File: src/slm_pkg.sv
/*
 package of the synthesizer latch bank: word layout, latch select codes,
 power states and sequencing counts. assumes nothing of its users.
*/
package slm_pkg;

   localparam int WORD_W = 24;

   localparam logic [1:0] SEL_CONTROL   = 2'h0;
   localparam logic [1:0] SEL_REFERENCE = 2'h1;
   localparam logic [1:0] SEL_FEEDBACK  = 2'h2;
   localparam logic [1:0] SEL_TEST      = 2'h3;

   localparam logic [23:0] LATCH_RESET     = 24'h000000;
   localparam logic [2:0]  BAND_CYCLES     = 3'h5;
   localparam logic [1:0]  SYNC_PD_EDGES   = 2'h2;

   typedef struct packed {
      logic [1:0] prescaler_select;
      logic       power_down_sync_select;
      logic       power_down_request;
      logic [2:0] pump_current_two;
      logic [2:0] pump_current_one;
      logic [1:0] output_power_sel;
      logic       mute_until_lock;
      logic       pump_gain_sel;
      logic       pump_tristate;
      logic       detector_polarity;
      logic [2:0] monitor_sel;
      logic       divider_reset_bit;
      logic [1:0] core_power_sel;
      logic [1:0] latch_select;
   } slm_ctrl_s;

   typedef struct packed {
      logic        half_rate_prescaler_feed;
      logic        half_rate_output;
      logic        pump_gain_sel;
      logic [12:0] b_count;
      logic        spare_bit;
      logic [4:0]  a_count;
      logic [1:0]  latch_select;
   } slm_fdiv_s;

   typedef struct packed {
      logic [1:0]  spare_bits;
      logic [1:0]  band_clock_div;
      logic        factory_test_bit;
      logic        lock_window_count;
      logic [1:0]  antibacklash_width;
      logic [13:0] ref_count;
      logic [1:0]  latch_select;
   } slm_rdiv_s;

   typedef struct packed {
      logic divider_hold;
      logic pump_hiz;
      logic lock_detect_clear;
      logic outputs_hiz;
      logic ref_buffer_off;
   } slm_pd_s;

   typedef enum logic [3:0] {
      PWR_UNPROGRAMMED = 4'h1,
      PWR_ACTIVE       = 4'h2,
      PWR_SYNC_WAIT    = 4'h4,
      PWR_DOWN         = 4'h8
   } slm_pwr_e;

endpackage

File: src/slm_latch_bank.sv
/*
 serial configuration latches, power-down sequencing and band select
 timing of an integer-n synthesizer. assumes the serial clock, data,
 load strobe, chip enable and reference divider output arrive
 asynchronously and are much slower than core_clk.
*/
`timescale 1ns/10ps

module slm_latch_bank
   import slm_pkg::*;
(
   input  wire logic      core_clk,
   input  wire logic      reset_n,
   input  wire logic      serial_clk,
   input  wire logic      serial_data,
   input  wire logic      load_strobe,
   input  wire logic      chip_enable,
   input  wire logic      ref_div_out,
   output slm_ctrl_s      control_latch,
   output slm_fdiv_s      feedback_divider_latch,
   output slm_rdiv_s      reference_divider_latch,
   output logic           pump_gain_sel,
   output logic           powered_down,
   output logic           bias_settling,
   output logic           band_select_busy,
   output slm_pd_s        pd_effects
);

   // pins: serial clk, data, strobe, enable, ref output
   logic [4:0]          sync1;
   logic [4:0]          sync2;
   logic [4:0]          next_sync1;
   logic [4:0]          next_sync2;
   logic [2:0]          prev_edge;
   logic [2:0]          next_prev_edge;
   logic [WORD_W-1:0]   shift_reg;
   logic [WORD_W-1:0]   next_shift_reg;
   slm_ctrl_s           next_control;
   slm_fdiv_s           next_feedback;
   slm_rdiv_s           next_reference;
   logic                next_pump_gain;
   slm_pwr_e            pwr_state;
   slm_pwr_e            next_pwr_state;
   logic [1:0]          sync_edges;
   logic [1:0]          next_sync_edges;
   logic                next_bias_settling;
   logic                next_band_busy;
   logic [2:0]          band_count;
   logic [2:0]          next_band_count;
   logic [2:0]          band_div;
   logic [2:0]          next_band_div;
   logic [2:0]          band_div_max;
   logic                sclk_rise;
   logic                load_rise;
   logic                ref_rise;
   logic                ce_high;
   logic                ref_tick;
   logic [WORD_W-1:0]   word;
   slm_ctrl_s           word_ctrl;
   slm_fdiv_s           word_fdiv;

   assign sclk_rise = sync2[0] & ~prev_edge[0];
   assign load_rise = sync2[2] & ~prev_edge[1];
   assign ref_rise  = sync2[4] & ~prev_edge[2];
   assign ce_high   = sync2[3];
   // serial register shifts on the core clock, so it stays alive in power-down
   assign word      = shift_reg;
   // field views keep bit positions in the package structs, select bits included at word[1:0]
   assign word_ctrl = slm_ctrl_s'(word);
   assign word_fdiv = slm_fdiv_s'(word);
   // a held divider produces no reference output edges
   assign ref_tick  = ref_rise & ~pd_effects.divider_hold;
   assign band_div_max = 3'((4'h1 << reference_divider_latch.band_clock_div)
                            - 4'h1);

   always_comb
   begin
      next_sync1      = {ref_div_out, chip_enable, load_strobe,
                         serial_data, serial_clk};
      next_sync2      = sync1;
      next_prev_edge  = {sync2[4], sync2[2], sync2[0]};
      next_shift_reg  = shift_reg;
      next_control    = control_latch;
      next_feedback   = feedback_divider_latch;
      next_reference  = reference_divider_latch;
      next_pump_gain  = pump_gain_sel;
      next_pwr_state  = pwr_state;
      next_sync_edges = sync_edges;
      next_bias_settling = bias_settling;
      next_band_busy  = band_select_busy;
      next_band_count = band_count;
      next_band_div   = band_div;

      // data and clock see equal sync delay, so data is sampled aligned
      if (sclk_rise)
      begin
         next_shift_reg = {shift_reg[WORD_W-2:0], sync2[1]};
      end

      if (pwr_state == PWR_SYNC_WAIT && ref_tick)
      begin
         next_sync_edges = sync_edges + 2'h1;
         if (sync_edges + 2'h1 == SYNC_PD_EDGES)
         begin
            next_pwr_state = PWR_DOWN;
         end
      end

      if (band_select_busy && !powered_down && ref_tick)
      begin
         next_band_div = band_div + 3'h1;
         if (band_div == band_div_max)
         begin
            next_band_div   = 3'h0;
            next_band_count = band_count + 3'h1;
            if (band_count + 3'h1 == BAND_CYCLES)
            begin
               next_band_busy = 1'b0;
            end
         end
      end

      if (load_rise)
      begin
         case (word[1:0])
            SEL_CONTROL:
            begin
               next_control   = word_ctrl;
               next_pump_gain = word_ctrl.pump_gain_sel;
               if (!word_ctrl.power_down_request)
               begin
                  next_pwr_state = PWR_ACTIVE;
                  if (pwr_state == PWR_UNPROGRAMMED)
                  begin
                     next_bias_settling = 1'b1;
                  end
               end
               else if (!word_ctrl.power_down_sync_select)
               begin
                  next_pwr_state = PWR_DOWN;
               end
               else if (pwr_state == PWR_ACTIVE)
               begin
                  next_pwr_state  = PWR_SYNC_WAIT;
                  next_sync_edges = 2'h0;
               end
            end
            SEL_REFERENCE:
            begin
               next_reference = slm_rdiv_s'(word);
            end
            SEL_FEEDBACK:
            begin
               next_feedback      = word_fdiv;
               next_pump_gain     = word_fdiv.pump_gain_sel;
               next_bias_settling = 1'b0;
               // only a divider update starts band selection; power-up
               // keeps the retained band
               next_band_busy  = 1'b1;
               next_band_count = 3'h0;
               next_band_div   = 3'h0;
            end
            SEL_TEST:
            begin
               // factory test latch is not implemented; word dropped
               next_shift_reg = shift_reg;
            end
            default:
            begin
               next_shift_reg = shift_reg;
            end
         endcase
      end
   end

   always_comb
   begin
      powered_down = ~ce_high
                     | (pwr_state == PWR_DOWN)
                     | (pwr_state == PWR_UNPROGRAMMED);
      pd_effects.divider_hold      = powered_down
                                     | control_latch.divider_reset_bit;
      pd_effects.pump_hiz          = powered_down
                                     | control_latch.pump_tristate;
      pd_effects.lock_detect_clear = powered_down;
      pd_effects.outputs_hiz       = powered_down;
      pd_effects.ref_buffer_off    = powered_down;
   end

   always_ff @(posedge core_clk)
   begin
      if (!reset_n)
      begin
         sync1            <= 5'h00;
         sync2            <= 5'h00;
         prev_edge        <= 3'h0;
         shift_reg        <= LATCH_RESET;
         control_latch    <= slm_ctrl_s'(LATCH_RESET);
         feedback_divider_latch  <= slm_fdiv_s'(LATCH_RESET);
         reference_divider_latch <= slm_rdiv_s'(LATCH_RESET);
         pump_gain_sel    <= 1'b0;
         pwr_state        <= PWR_UNPROGRAMMED;
         sync_edges       <= 2'h0;
         bias_settling    <= 1'b0;
         band_select_busy <= 1'b0;
         band_count       <= 3'h0;
         band_div         <= 3'h0;
      end
      else
      begin
         sync1            <= next_sync1;
         sync2            <= next_sync2;
         prev_edge        <= next_prev_edge;
         shift_reg        <= next_shift_reg;
         control_latch    <= next_control;
         feedback_divider_latch  <= next_feedback;
         reference_divider_latch <= next_reference;
         pump_gain_sel    <= next_pump_gain;
         pwr_state        <= next_pwr_state;
         sync_edges       <= next_sync_edges;
         bias_settling    <= next_bias_settling;
         band_select_busy <= next_band_busy;
         band_count       <= next_band_count;
         band_div         <= next_band_div;
      end
   end

endmodule

File: config.mk
export PLATFORM = sky130hd
export DESIGN_NAME = slm_latch_bank
export DESIGN_NICKNAME = d
export VERILOG_FILES = /design/src/slm_pkg.sv /design/src/slm_latch_bank.sv
export SDC_FILE = /design/constraint.sdc
export NUM_CORES = 1
export LEC_CHECK = 0
export ABC_CLOCK_PERIOD_IN_PS = 3800
export BUFFER_PORTS_ARGS = -buffer_cell sky130_fd_sc_hd__buf_2
export CORE_AREA = 2 2 101 103
export DETAILED_ROUTE_END_ITERATION = 16
export DIE_AREA = 0 0 103 105
export PLACE_DENSITY = 0.7
export SYNTH_ARGS = -nofsm -noshare
export SYNTH_HDL_FRONTEND = slang
export SYNTH_SLANG_ARGS = --single-unit
export TNS_END_PERCENT = 50
File: constraint.sdc
create_clock -name core_clk -period 3.8 [get_ports core_clk]
set_input_delay 0.76 -clock core_clk [delete_from_list [all_inputs] [get_ports core_clk]]
set_output_delay 0.76 -clock core_clk [all_outputs]
set_load 0.02 [all_outputs]
; Word level (Yosys, flattened, before mapping)
; Cells that the tools add are included.
; Widths: inputs -> output; s select.
[totals]
in_bits = 7
mem_bits_ro = 0
reg_bits = 124
latch_bits = 0
mem_count = 0
output_inout_bits = 81
wordCells = 114
ram_bits = 0
[classes]
addsub = 4
n_reduce_logical = 11
n_div = 0
order_cmp = 0
n_mul = 0
shift = 1
bitwise = 13
eq_ne = 13
n_mux = 33
[op_table]
columns = operator, count
row1 = $mux 24, 3
row2 = $mux 4, 7
row3 = $mux 3, 8
row4 = $mux 2, 6
row5 = $reduce_and 2->1, 4
row6 = $mux 1, 7
row7 = $add 3x1->3 const B, 2
row8 = $eq 2x2->1 const B, 3
row9 = $ne 2x2->1 const B, 3
row10 = $not 1->1, 5
row11 = $and 1x1->1, 4
row12 = $eq 4x1->1 const B, 1
row13 = $eq 4x2->1 const B, 1
row14 = $eq 4x3->1 const B, 1
row15 = $eq 4x4->1 const B, 1
row16 = $or 1x1->1, 4
row17 = $pmux 1 s2, 2
row18 = $reduce_and 4->1, 1
row19 = $eq 3x3->1, 1
row20 = $eq 3x3->1 const B, 1
row21 = $logic_and 1x1->1, 3
row22 = $shl 1x2->3 const A, 1
row23 = $sub 3x1->3 const B, 1
row24 = $add 2x1->2 const B, 1
row25 = other kinds (4), 4

; Longest topological paths before layout
[logic_depth]
depth_word = 13
ltp_mapped = 7
depth_no_buf = 5

; Worst setup path after synthesis
; OpenSTA, ideal clock, no wires.
[synth_path]
kind = reg-to-output
start = register pwr_state[0]
end = output pd_effects[3] (netlist name)
arrival_time_ns = 1.593
slack_ns = 1.447
path_buffers = 0
required_time_ns = 3.040
path_stages_with_launch = 4
cell_sequence = dfxtp_1 -> xnor2_1 -> o31ai_1 -> or2_2
[synth_rtl]
columns = element, line_no
row1 = from (decl), slm_latch_bank.sv:42  ; slm_pwr_e pwr_state;
row2 = from (signal assigned), slm_latch_bank.sv:219  ; pwr_state <= next_pwr_state;
row3 = to (decl), slm_latch_bank.sv:26  ; output slm_pd_s pd_effects

==> flow_summary.ini <==
[status]
outcome = finished clean

[placed_design]
place.gp.congestion = 0.818
io_buffers = 87
dpl_cell_area_mm2 = 0.00522
dp_hpwl_um = 6910

[logic_synthesis]
syn_area_per_cell_um2 = 8.89
synth_ff_type = dfxtp_1
yosysTopAreaCell = dfxtp_1
synthTopCellsByCount = nand2_1 (183), dfxtp_1 (124), a21boi_0 (80), clkbuf_1 (17)
synth.most_common_cell = nand2_1
synthCells = 538
synth_nets = 549
synth-edff-count = 0
ys_warn_count = 0
netlist_top_cells_area = dfxtp_1 (52%), nand2_1 (14%), a21boi_0 (13%)
async_flop_share_pct = 0
synth.top_cell.area_share_pct = 51.9
yosysUniqueCellTypes = 46
synth_area_mm2 = 0.00478
yosysSeqAreaShare_pct = 51.9
synth-seq-cells = 124

[power]
power.clock.fraction_pct = 56.3
switchingPower_mw = 0.595
power_density_mw_per_mm2 = 544
p_seq_share_pct = 41.3
p_int_mw = 2.61
sw_frac_of_total_pct = 18.6
combPwrFrac_pct = 2.4
ir_worst_vdd_mv = 0.280
p_leak_nw = 2.34

[timing]
clock.fmax_mhz = 376
clock_skew_ps = 7.08
post-route-min-period_ps = 2660
hold_violations = 0
drv_slew = 0
tns_ps = 0
final-setup-viol-count = 0
rsz0062_at_grt = no
min_period_over_period_pct = 70.0
slew_headroom_pct = 30.3
worst_pin_slew_ps = 1040

[cts]
cts_resized = 0
clock_latency_ps = 500
cts_hold_buffers = 0
cts_tree = yes
cts.sinks = 124
clock_tree.root_cell = clkbuf_8
worst_setup_hold_path_clk_slew_ps = 50
cts_buffers = 17
cts_setup_buffers = 0
htree_levels = 4
clockBufferDepth = 2

[floorplanning]
start_util_pct = 49.6
row_count = 36
die_w_um = 103
die_h_um = 105
ios = 88
die_area_mm2 = 0.0108
fp.coreArea_mm2 = 0.00964

[drt]
first_pass_iters = 4
drt_wl_total_um = 10800
drt_iter0_markers = 129
drt-wirelength-per-cell_um = 14.3
ant_nets = 0
vias = 3800
via_per_inst = 5.04
drc = 0

[setup_path]
critPathMaxFanout = 6
start_kind = flop
crit_required_ps = 3040
path_class = flop to output pin
arrival_ps = 1900
endpoint_kind = output pin

[grt]
grt_pass1_vias = 3596
overflow = 0
grt_start_max_net_pins = 53
grt_first_pass_wirelength_um = 17600
gr-usage-all-layers_pct = 20.7
antenna_found_initial = 0

[finish]
nets = 620
fill_cells = 861
design_area_mm2 = 0.00588
diodes = 0
postLayoutCoreUtil_pct = 61.0
syn_to_final_growth_pct = 22.9
drive_gt1_share_pct = 21.1

[hold_path]
hold_path_class = flop to flop

[run]
max_cap_viol_count = 0
[cell type report]
class | instances | area, µm² | area share, %
well taps | 133 | 166 | 2.83
clock buffers | 25 | 484 | 8.23
repair buffers | 91 | 465 | 7.91
clock inverters | 6 | 180 | 3.06
inverters | 6 | 22.5 | 0.383
multi-input cells | 369 | 2080 | 35.4
flip-flops and latches | 124 | 2480 | 42.2
[power by group through the flow]
stage                     registers [mW]  logic [mW]  clock network, mW
after global routing                1.32      0.0846               1.88
after global placement              1.35      0.0760                  0
after detailed placement            1.35      0.0774                  0
final                               1.32      0.0767               1.80
after CTS                           1.32      0.0778               1.82
after floorplan                     1.35      0.0621                  0
[cells by family after synthesis]
group           share of synthesized area (%)
compound gates                           17.7
buf+inv                                  4.76
fa+ha+maj                                1.05
mux                                      1.28
simple gates                             22.5
flops                                    51.9
xor+xnor                                0.733
[through the flow]
step | total power, mW | instances | worst slack [ps] | hold slack (ps)
after floorplan | 1.41 | 538 | 1450 | 412
after global placement | 1.42 | 723 | 1670 | 415
after detailed placement | 1.43 | 723 | 1600 | 421
after CTS | 3.22 | 754 | 1080 | 434
after global routing | 3.29 | 754 | 955 | 447
final | 3.20 | 754 | 1140 | 433
[path summary, 6_finish.rpt]
| path | start | endpoint | slack [ps] | cells after the start |
|---|---|---|---|---|
| worst max-delay path | pwr_state[0] | pd_effects[4] | 1140 | 4 |
| worst min-delay path | next_sync2[4] | sync2[4] | 430 | 1 |
| worst max register to register | shift_reg[1] | control_latch[20] | 1740 | 3 |
| worst min register to register | next_sync2[4] | sync2[4] | 430 | 1 |
[critical path, cell delays in order, from the launching register on]
cell and delay [ps]:
dfxtp_1 380, xnor2_1 160, o31ai_1 500, or2_2 200
buf_2 150
[placed cells by master (no fill, tap or decap), types with 5 or more instances in the layout]
| master | n |
|---|---|
| o21ai_0 | 5 |
| a21boi_0 | 80 |
| dfxtp_1 | 124 |
| nor2_1 | 10 |
| bufinv_16 | 6 |
| inv_1 | 6 |
| clkbuf_16 | 16 |
| clkbuf_8 | 5 |
| a21boi_1 | 7 |
| buf_2 | 87 |
| and2_1 | 14 |
| mux2i_1 | 5 |
| nand2_1 | 183 |
| and3_1 | 5 |
| nand3_1 | 6 |
[layer usage]
| layer | GRT usage, % | routed length, µm |
|---|---|---|
| met5 | 0 | 0 |
| met1 | 26.0 | 4760 |
| met3 | 5.89 | 600 |
| met4 | 7.24 | 107 |
| met2 | 33.8 | 5290 |
Power figures use the tool's default switching activity.
